File: src/logic/cts_pkg.sv
package cts_pkg;
    localparam logic [7:0] OP_PLAIN = 8'h32;
    localparam logic [7:0] OP_RD_S = 8'h22;
    localparam logic [7:0] OP_RD_D = 8'h02;
    localparam logic [7:0] OP_RD_T = 8'h06;
    localparam logic [7:0] OP_TA_S = 8'h23;
    localparam logic [7:0] OP_TA_D = 8'h03;
    localparam logic [7:0] OP_TA_T = 8'h07;
    localparam logic [7:0] OP_WR_S = 8'h33;
    localparam logic [7:0] OP_WR_D = 8'h13;
    localparam logic [7:0] OP_WR_T = 8'h17;
    localparam int FLAG_LO = 18;
    localparam int FLAG_HI = 21;
    localparam logic [1:0] SIZE_WORD = 2'h2;
    localparam logic [1:0] SIZE_HALF = 2'h1;
    localparam logic [3:0] AS_BROADCAST = 4'h3;
    localparam logic [3:0] AS_DATA_READ = 4'h1;
    localparam logic [3:0] AS_DATA_WRITE = 4'h2;
    localparam logic [3:0] AS_STATUS = 4'h4;
    typedef struct packed {
        logic valid;
        logic has_src;
        logic has_dst;
        logic [1:0] words;
    } cts_dec_t;
    typedef struct packed {
        logic req;
        logic write;
        logic [31:0] addr;
        logic [31:0] wdata;
        logic [1:0] transfer_size;
        logic [3:0] access_status_code;
    } cts_bus_req_t;
endpackage

File: src/logic/cts_decode.sv
`timescale 1ns/1ps
module cts_decode
(
    input wire logic [7:0] opcode,
    output cts_pkg::cts_dec_t dec
);
    always_comb
    begin
        dec = '0;
        dec.valid = 1'b1;
        case (opcode)
            cts_pkg::OP_PLAIN: dec.words = 2'h0;
            cts_pkg::OP_RD_S:
            begin
                dec.has_src = 1'b1;
                dec.words = 2'h1;
            end
            cts_pkg::OP_RD_D:
            begin
                dec.has_src = 1'b1;
                dec.words = 2'h2;
            end
            cts_pkg::OP_RD_T:
            begin
                dec.has_src = 1'b1;
                dec.words = 2'h3;
            end
            cts_pkg::OP_TA_S:
            begin
                dec.has_src = 1'b1;
                dec.has_dst = 1'b1;
                dec.words = 2'h1;
            end
            cts_pkg::OP_TA_D:
            begin
                dec.has_src = 1'b1;
                dec.has_dst = 1'b1;
                dec.words = 2'h2;
            end
            cts_pkg::OP_TA_T:
            begin
                dec.has_src = 1'b1;
                dec.has_dst = 1'b1;
                dec.words = 2'h3;
            end
            cts_pkg::OP_WR_S:
            begin
                dec.has_dst = 1'b1;
                dec.words = 2'h1;
            end
            cts_pkg::OP_WR_D:
            begin
                dec.has_dst = 1'b1;
                dec.words = 2'h2;
            end
            cts_pkg::OP_WR_T:
            begin
                dec.has_dst = 1'b1;
                dec.words = 2'h3;
            end
            default: dec.valid = 1'b0;
        endcase
    end
endmodule

File: src/logic/cts_sequencer.sv
`timescale 1ns/1ps
// Behaviour
// - Opcode byte plus one command word; the word goes out on the bus only.
// - No coprocessor answering the broadcast raises an external memory fault.
// - Narrow ack on broadcast reruns it with low half on both data halves.
// - The rerun broadcast carries broadcast access code and halfword size.
// - Source operands are fetched only after the command word is sent.
// - Stall until coprocessor done, then read the status word.
// - A faulted status read raises an external fault, flags untouched.
// - Fault-free status read copies bits 18..21 into status word flags.
// - After the flag update, write back the result operand if any.
// - Narrow ack on status read keeps upper half, rereads lower at halfword.
// - Interrupts taken from instruction start until the status read begins.
// - Interrupt during traced instruction aborts to trace with PC held.
// - Zero to two operands, each one, two or three words long.
// - Read single, double, triple opcodes are 22, 02, 06 hex.
// - Two-address single, double, triple opcodes are 23, 03, 07 hex.
// - Write single, double, triple opcodes are 33, 13, 17 hex.
module cts_sequencer
(
    input wire logic mclk,
    input wire logic arst_n,
    input wire logic start,
    input wire logic [7:0] opcode,
    input wire logic [31:0] command_word,
    input wire logic [31:0] src_addr,
    input wire logic [31:0] dst_addr,
    input wire logic traced,
    input wire logic irq,
    input wire logic [31:0] psw_in,
    input wire logic bus_ack,
    input wire logic bus_fault,
    input wire logic bus_no_resp,
    input wire logic narrow_port_ack_n,
    input wire logic [31:0] bus_rdata,
    input wire logic done_n,
    output cts_pkg::cts_bus_req_t bus,
    output logic busy,
    output logic finished,
    output logic ext_fault,
    output logic illegal_op,
    output logic irq_taken,
    output logic trace_abort,
    output logic psw_we,
    output logic [31:0] processor_status_word
);
    typedef enum {
        S_IDLE, S_BCAST, S_BCAST16, S_SRC, S_WAIT, S_STAT, S_STAT16,
        S_CAPT, S_DST, S_FETCH
    } cts_state_t;

    cts_state_t state;
    cts_pkg::cts_dec_t dec;
    cts_pkg::cts_dec_t cur;
    logic [31:0] cmd;
    logic [31:0] saddr;
    logic [31:0] daddr;
    logic [1:0] cnt;
    logic [31:0] res [0:2];
    logic [15:0] stat_hi;
    logic [31:0] stat_word;
    logic is_traced;
    logic done_s1;
    logic done_s2;
    logic nack_s1;
    logic nack_s2;
    logic irq_s1;
    logic irq_s2;
    logic irq_window;

    cts_decode u_dec
    (
        .opcode(opcode),
        .dec(dec)
    );

    // Asynchronous pins from the coprocessor and interrupt source.
    always_ff @(posedge mclk or negedge arst_n)
    begin
        if (!arst_n)
        begin
            done_s1 <= 1'b0;
            done_s2 <= 1'b0;
            nack_s1 <= 1'b0;
            nack_s2 <= 1'b0;
            irq_s1 <= 1'b0;
            irq_s2 <= 1'b0;
        end
        else
        begin
            done_s1 <= ~done_n;
            done_s2 <= done_s1;
            nack_s1 <= ~narrow_port_ack_n;
            nack_s2 <= nack_s1;
            irq_s1 <= irq;
            irq_s2 <= irq_s1;
        end
    end

    // Interrupt window closes once the status read is started.
    assign irq_window = (state == S_BCAST) || (state == S_BCAST16) ||
                        (state == S_SRC) || (state == S_WAIT);

    always_ff @(posedge mclk or negedge arst_n)
    begin
        if (!arst_n)
        begin
            state <= S_IDLE;
            cur <= '0;
            cmd <= '0;
            saddr <= '0;
            daddr <= '0;
            cnt <= '0;
            is_traced <= 1'b0;
            stat_hi <= '0;
            stat_word <= '0;
            bus <= '0;
            busy <= 1'b0;
            finished <= 1'b0;
            ext_fault <= 1'b0;
            illegal_op <= 1'b0;
            irq_taken <= 1'b0;
            trace_abort <= 1'b0;
            psw_we <= 1'b0;
            processor_status_word <= '0;
        end
        else
        begin
            finished <= 1'b0;
            ext_fault <= 1'b0;
            illegal_op <= 1'b0;
            irq_taken <= 1'b0;
            trace_abort <= 1'b0;
            psw_we <= 1'b0;
            case (state)
                S_IDLE:
                begin
                    if (start && !dec.valid)
                        illegal_op <= 1'b1;
                    else if (start)
                    begin
                        cur <= dec;
                        cmd <= command_word;
                        saddr <= {src_addr[31:2], 2'h0};
                        daddr <= {dst_addr[31:2], 2'h0};
                        is_traced <= traced;
                        cnt <= '0;
                        busy <= 1'b1;
                        bus.req <= 1'b1;
                        bus.write <= 1'b1;
                        bus.addr <= '0;
                        bus.wdata <= command_word;
                        bus.transfer_size <= cts_pkg::SIZE_WORD;
                        bus.access_status_code <= cts_pkg::AS_BROADCAST;
                        state <= S_BCAST;
                    end
                end
                S_BCAST, S_BCAST16:
                begin
                    if (irq_window && irq_s2)
                    begin
                        bus.req <= 1'b0;
                        busy <= 1'b0;
                        irq_taken <= 1'b1;
                        trace_abort <= is_traced;
                        state <= S_IDLE;
                    end
                    else if (bus_no_resp || bus_fault)
                    begin
                        bus.req <= 1'b0;
                        busy <= 1'b0;
                        ext_fault <= 1'b1;
                        state <= S_IDLE;
                    end
                    else if (bus_ack && nack_s2 && state == S_BCAST)
                    begin
                        bus.wdata <= {cmd[15:0], cmd[15:0]};
                        bus.transfer_size <= cts_pkg::SIZE_HALF;
                        state <= S_BCAST16;
                    end
                    else if (bus_ack)
                    begin
                        // Operands follow only the finished broadcast.
                        bus.write <= 1'b0;
                        bus.transfer_size <= cts_pkg::SIZE_WORD;
                        bus.access_status_code <= cts_pkg::AS_DATA_READ;
                        bus.addr <= saddr;
                        bus.req <= cur.has_src;
                        state <= cur.has_src ? S_SRC : S_WAIT;
                    end
                end
                S_SRC:
                begin
                    if (irq_s2)
                    begin
                        bus.req <= 1'b0;
                        busy <= 1'b0;
                        irq_taken <= 1'b1;
                        trace_abort <= is_traced;
                        state <= S_IDLE;
                    end
                    else if (bus_fault || bus_no_resp)
                    begin
                        bus.req <= 1'b0;
                        busy <= 1'b0;
                        ext_fault <= 1'b1;
                        state <= S_IDLE;
                    end
                    else if (bus_ack)
                    begin
                        // The coprocessor snoops each fetched word itself.
                        bus.addr <= bus.addr + 32'h0000_0004;
                        cnt <= cnt + 2'h1;
                        if (cnt + 2'h1 == cur.words)
                        begin
                            bus.req <= 1'b0;
                            state <= S_WAIT;
                        end
                    end
                end
                S_WAIT:
                begin
                    if (irq_s2)
                    begin
                        busy <= 1'b0;
                        irq_taken <= 1'b1;
                        trace_abort <= is_traced;
                        state <= S_IDLE;
                    end
                    else if (done_s2)
                    begin
                        bus.req <= 1'b1;
                        bus.write <= 1'b0;
                        bus.addr <= '0;
                        bus.transfer_size <= cts_pkg::SIZE_WORD;
                        bus.access_status_code <= cts_pkg::AS_STATUS;
                        state <= S_STAT;
                    end
                end
                S_STAT, S_STAT16:
                begin
                    if (bus_fault || bus_no_resp)
                    begin
                        bus.req <= 1'b0;
                        busy <= 1'b0;
                        ext_fault <= 1'b1;
                        state <= S_IDLE;
                    end
                    else if (bus_ack && nack_s2 && state == S_STAT)
                    begin
                        stat_hi <= bus_rdata[31:16];
                        bus.transfer_size <= cts_pkg::SIZE_HALF;
                        state <= S_STAT16;
                    end
                    else if (bus_ack)
                    begin
                        bus.req <= 1'b0;
                        stat_word <= (state == S_STAT16) ?
                            {stat_hi, bus_rdata[15:0]} : bus_rdata;
                        state <= S_CAPT;
                    end
                end
                S_CAPT:
                begin
                    processor_status_word <= psw_in;
                    processor_status_word[cts_pkg::FLAG_HI:cts_pkg::FLAG_LO]
                        <= stat_word[cts_pkg::FLAG_HI:cts_pkg::FLAG_LO];
                    psw_we <= 1'b1;
                    cnt <= '0;
                    if (cur.has_dst)
                    begin
                        bus.req <= 1'b1;
                        bus.write <= 1'b0;
                        bus.addr <= '0;
                        bus.access_status_code <= cts_pkg::AS_DATA_READ;
                        bus.transfer_size <= cts_pkg::SIZE_WORD;
                        state <= S_FETCH;
                    end
                    else
                    begin
                        busy <= 1'b0;
                        finished <= 1'b1;
                        state <= S_IDLE;
                    end
                end
                S_FETCH:
                begin
                    // Result words come from the coprocessor before storing.
                    if (bus_fault || bus_no_resp)
                    begin
                        bus.req <= 1'b0;
                        busy <= 1'b0;
                        ext_fault <= 1'b1;
                        state <= S_IDLE;
                    end
                    else if (bus_ack)
                    begin
                        cnt <= cnt + 2'h1;
                        if (cnt + 2'h1 == cur.words)
                        begin
                            bus.write <= 1'b1;
                            bus.addr <= daddr;
                            bus.wdata <= (cnt == 2'h0) ? bus_rdata : res[0];
                            bus.access_status_code <= cts_pkg::AS_DATA_WRITE;
                            cnt <= '0;
                            state <= S_DST;
                        end
                    end
                end
                S_DST:
                begin
                    if (bus_fault || bus_no_resp)
                    begin
                        bus.req <= 1'b0;
                        busy <= 1'b0;
                        ext_fault <= 1'b1;
                        state <= S_IDLE;
                    end
                    else if (bus_ack)
                    begin
                        bus.addr <= bus.addr + 32'h0000_0004;
                        cnt <= cnt + 2'h1;
                        if (cnt + 2'h1 == cur.words)
                        begin
                            bus.req <= 1'b0;
                            busy <= 1'b0;
                            finished <= 1'b1;
                            state <= S_IDLE;
                        end
                        else
                            bus.wdata <= res[cnt + 2'h1];
                    end
                end
                default: state <= S_IDLE;
            endcase
        end
    end

    // Result buffer written as words come back from the coprocessor.
    always_ff @(posedge mclk or negedge arst_n)
    begin
        if (!arst_n)
        begin
            res[0] <= '0;
            res[1] <= '0;
            res[2] <= '0;
        end
        else if (state == S_FETCH && bus_ack && !bus_fault && !bus_no_resp)
            res[cnt] <= bus_rdata;
    end
endmodule

File: config.mk
export PLATFORM = sky130hd
export DESIGN_NAME = cts_sequencer
export DESIGN_NICKNAME = d
export VERILOG_FILES = /design/src/logic/cts_pkg.sv /design/src/logic/cts_decode.sv /design/src/logic/cts_sequencer.sv
export SDC_FILE = /design/constraint.sdc
export NUM_CORES = 1
export LEC_CHECK = 0
export CAP_MARGIN = 20
export CORE_UTILIZATION = 50
export CTS_BUF_LIST = sky130_fd_sc_hd__clkbuf_4
export CTS_CLUSTER_DIAMETER = 120
export DETAILED_ROUTE_END_ITERATION = 8
export DONT_BUFFER_PORTS = 1
export PLACE_DENSITY = 0.69
export SYNTH_ARGS = -nofsm -noshare
export SYNTH_HDL_FRONTEND = slang
export SYNTH_SLANG_ARGS = --single-unit
File: constraint.sdc
create_clock -name mclk -period 4.4 [get_ports mclk]
set_clock_uncertainty 0.1 [all_clocks]
set_input_delay 0.44 -clock mclk [delete_from_list [all_inputs] [get_ports mclk]]
set_output_delay 0.44 -clock mclk [all_outputs]
set_load 0.02 [all_outputs]
======== Word level (Yosys, flattened, before mapping) ========
Index checks and enable logic that the tools add are counted.
storage, ports and cells
  logic and storage cells ................. 278
  input port bits ......................... 178
  flip-flop bits (word level) ............. 356
cells by class
  $add $sub $neg .......................... 2
  $lt $le $gt $ge ......................... 3
  equality and inequality tests ........... 65
  reduce and logical (&&, ||, !) cells .... 47
  bitwise operators ....................... 7
  mux-type cells .......................... 120
operator list
  cell                                                               number
  32-bit two-way mux                                                 30
  32-bit one-hot mux with 8 select lines                             1
  32-bit one-hot mux with 7 select lines                             1
  65-bit two-way mux                                                 3
  32-bit by 3-bit == test with 1-bit output (second input constant)  6
  34-bit two-way mux                                                 5
  32-bit by 4-bit == test with 1-bit output (second input constant)  5
  72-bit two-way mux                                                 2
  71-bit two-way mux                                                 2
  64-bit two-way mux                                                 2
  32-bit one-hot mux with 4 select lines                             1
  96-bit bitwise mux                                                 1
  32-bit by 2-bit == test with 1-bit output (second input constant)  3
  32-bit binary-select mux with 2-bit select                         1
  32-bit demux with 2-bit select                                     1
  2-bit inequality test (second input constant)                      24
  1-bit two-way mux                                                  37
  11-bit AND reduction                                               3
  32-bit by 3-bit adder with 32-bit output (second input constant)   1
  32-bit by 1-bit == test with 1-bit output (second input constant)  1
  32-bit by 5-bit == test with 1-bit output (second input constant)  1
  8-bit by 6-bit == test with 1-bit output (second input constant)   4
  32-bit zero test                                                   1
  6-bit two-way mux                                                  4
  other kinds (44)                                                   104

======== Depth between registers and ports, before layout ========
  depth in word-level cells ............... 9
  depth in mapped cells ................... 12
  gate-level depth less buffers ........... 8

======== Modules after synthesis ========
A second synthesis with hierarchy kept.
second synthesis, totals
  cells, all modules ...................... 1,323
  area total of the unflattened synthesis .. 14,751.6 um2
by module, submodules not included
  module         cells an instance  area each (um2)  instances  sequential area each (um2)
  cts_sequencer  1,313              14,679.1         1          7,632.3
  cts_decode     10                 72.6             1          0.0

======== Least setup slack after synthesis ========
Ideal clock, no wire load.
  path kind ............................... register to register
  from .................................... register cnt[0]
  to ...................................... register bus[46] (netlist name)
  data required time ...................... 4.218 ns
  clock period less this slack ............ 3.207 ns
  cell stages (with the launch flop) ...... 12
  data arrival time ....................... 3.025 ns
  slack ................................... 1.193 ns
  cell sequence ........................... dfrtp_1 -> inv_1 -> clkbuf_1 -> ha_1 -> buf_2 -> xnor2_1 -> nand2_2 -> a22o_1 -> or4_4 -> a2111o_1 -> buf_6 -> o22ai_1
on the way
  longest elaborated chain between the ends .. 4
ends and longest elaborated chain
  element                                 line                  RTL
  start, declared                         cts_sequencer.sv:58   logic [1:0] cnt;
  start signal, assigned                  cts_sequencer.sv:213  cnt <= cnt + 2'h1;
  start signal, assigned                  cts_sequencer.sv:298  cnt <= cnt + 2'h1;
  start signal, assigned                  cts_sequencer.sv:322  cnt <= cnt + 2'h1;
  2-bit by 1-bit adder with 2-bit output  cts_sequencer.sv:299  if (cnt + 2'h1 == cur.words)
  2-bit == test                           cts_sequencer.sv:299
  2-bit inequality test (no line)         -
  18-bit AND reduction (no line)          -
  end, declared                           cts_sequencer.sv:37   output cts_pkg::cts_bus_req_t bus,
No other way between the ends.
A chain may end at the register's enable or synchronous reset.

======== Worst setup path after layout ========
  from .................................... register state[0]
  to ...................................... register cur[1] (netlist name)
on the way
  longest elaborated chain between the ends .. 2
ends and longest elaborated chain
  element                        line                  RTL
  start, declared                cts_sequencer.sv:52   cts_state_t state;
  start signal, assigned         cts_sequencer.sv:189  state <= cur.has_src ? S_SRC : S_WAIT;
  32-bit zero test               cts_sequencer.sv:135  case (state)
  3-bit AND reduction (no line)  -
  end signal, assigned           cts_sequencer.sv:109  cur <= '0;
  end signal, assigned           cts_sequencer.sv:142  cur <= dec;
  end, declared                  cts_sequencer.sv:54   cts_pkg::cts_dec_t cur;
No other way between the ends.

==> out/results.ini <==
[route]
dr.pass1.iters = 5
num_vias = 12400
drc = 0
drt_wl_total_um = 41400
drtIter0Drc = 780
drtAntennaViolNets = 0
wl_per_cell_um = 19.1
avgViaCountPerCell = 5.75

[yosys]
yosysTopAreaCell = dfrtp_1
synth_area_um2 = 14700
yosysTopAreaCellShare_pct = 51.9
yosysSeqAreaShare_pct = 51.9
ys_types = 67
synthTopCellsByArea = dfrtp_1 (52%), nand2_1 (11%), mux2_2 (8.1%)
synth_edf_count = 0
syn_area_per_cell_um2 = 9.55
synthCells = 1540
synth_warnings = 0
synthArstFlopShare_pct = 100
ys_ff_latch = 305
synth-main-ff-cell = dfrtp_1

[outcome]
outcome = complete, but fails checks
violations = negative hold slack

[floorplan]
initial_core_util_pct = 51.0
ios = 289
floorplan.rows = 62
die_area_um2 = 30100
core_area_um2 = 28900
die_x_um = 174
die_y_um = 174

[clock_network]
clock-sinks = 305
cts_tree = built
cts.repair.resized = 0
clk_pin_slew_ns = 0.06
numCtsBuffers = 83
ctsHoldBuffers = 170
post_cts_buffers = 0
cts-root-buf = clkbuf_4
clockBufferDepth = 3
h-tree-depth = 3
clk_latency_ns = 0.71

[critical_path]
critPathMaxStageDelay_ns = 0.71
rrSetupSlack_ns = 0.75
reg2reg_depth = 5
arrival_ns = 4.16
critPathRequiredTime_ns = 4.91
critPathCaptureType = flip-flop
cp_top_family = simple AND/OR/NAND/NOR gates
cp.buffers_inverters = 1
worstSetupPathType = reg -> reg
worstSetupStartpointType = flip-flop
timing.rr.end = cur[1]$_DFFE_PN0P_
reg2reg_from = state[0]$_DFFE_PN0P_
slowest_stage = nor2_1
crit_fanout = 84
worstPathCellList = nor2_1, nand3_1, nand2b_4, o31ai_1, dlygate4sd3_1

[final_layout]
fin_cells = 2162
drive_gt1_share_pct = 15.8
syn2layout_area_growth_pct = 21.0
nNetsFinal = 1906
fillers = 2447

[timing]
fmax_mhz = 274
finalSetupViolCount = 0
hold_viol_final = 305
report.final.slew_viol_count = 0
whs_ns = -0.654
relSlewSlack_pct = 32.4
rsz0062_at_grt = false
finalCritPeriodShare_pct = 82.9
fin_crit_ns = 3.65
tightest_slew_ns = 1.01
tns_ns = 0

[placed_design]
dp_hpwl_um = 25100
place_inst = 1853
gp_congestion = 0.909
port_buffers = 0

[global_route]
grt_pass1_vias = 12900
overflow = 0
grt_max_degree = 306
track_usage_pct = 27.8
antenna_found_initial = 2
grt_pass1_wl_um = 66500

[power_and_ir_drop]
leakage_uw = 0.00842
ir_worst_vdd_mv = 0.389
powerDensity_nw_per_um2 = 633

[flow_run]
maxCapViolCount = 0

[worst_hold_path]
hp-class = in -> async

[cells in the final DEF, fill, tap and decap left out, types with 3 or more instances in the layout]
| cell | instances |
|---|---|
| a21o_1 | 4 |
| a21oi_1 | 45 |
| a221oi_1 | 26 |
| a22o_1 | 5 |
| a22oi_1 | 12 |
| a31oi_1 | 17 |
| and3_1 | 11 |
| buf_4 | 28 |
| bufinv_16 | 3 |
| clkbuf_4 | 116 |
| clkinv_1 | 12 |
| clkinv_2 | 3 |
| conb_1 | 3 |
| dfrtp_1 | 305 |
| dlygate4sd3_1 | 170 |
| ha_1 | 3 |
| inv_1 | 14 |
| mux2_2 | 106 |
| mux2i_1 | 76 |
| nand2_1 | 441 |
| nand2b_1 | 11 |
| nand3_1 | 18 |
| nand4_1 | 7 |
| nor2_1 | 66 |
| nor2b_1 | 5 |
| nor3_1 | 11 |
| nor3b_1 | 6 |
| nor4_1 | 6 |
| o21a_1 | 6 |
| o21ai_0 | 118 |
| o21ai_1 | 11 |
| o21bai_1 | 3 |
| o22ai_1 | 40 |
| o31a_1 | 3 |
| o31ai_1 | 7 |
| or3_1 | 3 |
| xnor2_1 | 3 |
[registers in the layout (all words and copies together) (netlist names), 2 cells and up]
signal / flops
daddr: 30
state: 4
processor_status_word: 32
cur: 4
stat_word: 4
res: 96
saddr: 30
cnt: 2
stat_hi: 4
bus: 69
cmd: 16
[layer usage]
| layer | GRT usage, % | wire length [um] |
|---|---|---|
| met4 | 13.5 | 1340 |
| met2 | 46.1 | 20000 |
| met5 | 0 | 0 |
| met1 | 33.6 | 16700 |
| met3 | 7.52 | 3350 |
[logic make-up after synthesis]
group / synth area share [%]
compound gates: 13.4
xor+xnor: 0.349
fa+ha+maj: 0.340
buf+inv: 3.27
flops: 51.9
mux: 13.3
other cells: 0.0255
simple gates: 17.4
[report_power, final]
group / leakage, uW / switching (uW) / internal [uW]
registers: 0.00399 / 1270 / 3730
clock network: 0.000614 / 1180 / 1380
logic: 0.00382 / 2180 / 1510
[area by class of cell]
type	instances	area [um2]	share of cell area [%]
repair buffers	198	1910	10.7
clock buffers	116	871	4.89
flip-flops and latches	305	7630	42.9
diodes	2	5.00	0.0281
inverters	15	56.3	0.316
well taps	384	480	2.70
multi-input cells	1121	6670	37.5
clock inverters	21	174	0.977
[metrics by stage]
step	power (uW)	instance area [um2]	util [%]	hold slack (ns)	setup WS, ns
after floorplan	7510	14700	-	0.0444	1.19
after global placement	8420	15100	52.2	0.0604	1.11
after detailed placement	8550	15100	52.2	0.0612	1.05
after CTS	11300	17800	61.7	-0.727	0.809
after global routing	12000	17800	61.7	-0.727	0.487
final	11300	17800	61.7	-0.654	0.754
[cells in the mapped netlist, drive strengths merged, types with 7 or more instances]
library cell and n:
nand2 442, mux2 106, nand3 18, a31oi 18, a221oi 26, mux2i 76, o31ai 8, buf 34
nor3b 7, o22ai 40, clkbuf 67, nand2b 12, a22oi 12, nand4 7, o21ai 129, a21oi 45
and3 11, nor3 13, dfrtp 305, inv 14, nor2 67
[worst max-delay path by stage]
stage | startpoint | end | slack [ns] | depth (start not counted)
6_report | state[0]$_DFFE_PN0P_ | cur[1]$_DFFE_PN0P_ | 0.75 | 5
5_1_grt | state[0]$_DFFE_PN0P_ | cur[0]$_DFFE_PN0P_ | 0.49 | 6
4_1_cts | state[0]$_DFFE_PN0P_ | cur[1]$_DFFE_PN0P_ | 0.81 | 5
3_5_place_dp | state[2]$_DFFE_PN0P_ | bus[57]$_DFFE_PN0P_ | 1.05 | 6
3_3_place_gp | state[2]$_DFFE_PN0P_ | bus[57]$_DFFE_PN0P_ | 1.11 | 6
2_1_floorplan | cnt[0]$_DFFE_PN0P_ | bus[46]$_DFFE_PN0P_ | 1.19 | 11
Note: power is estimated with default switching activity, not from simulation.
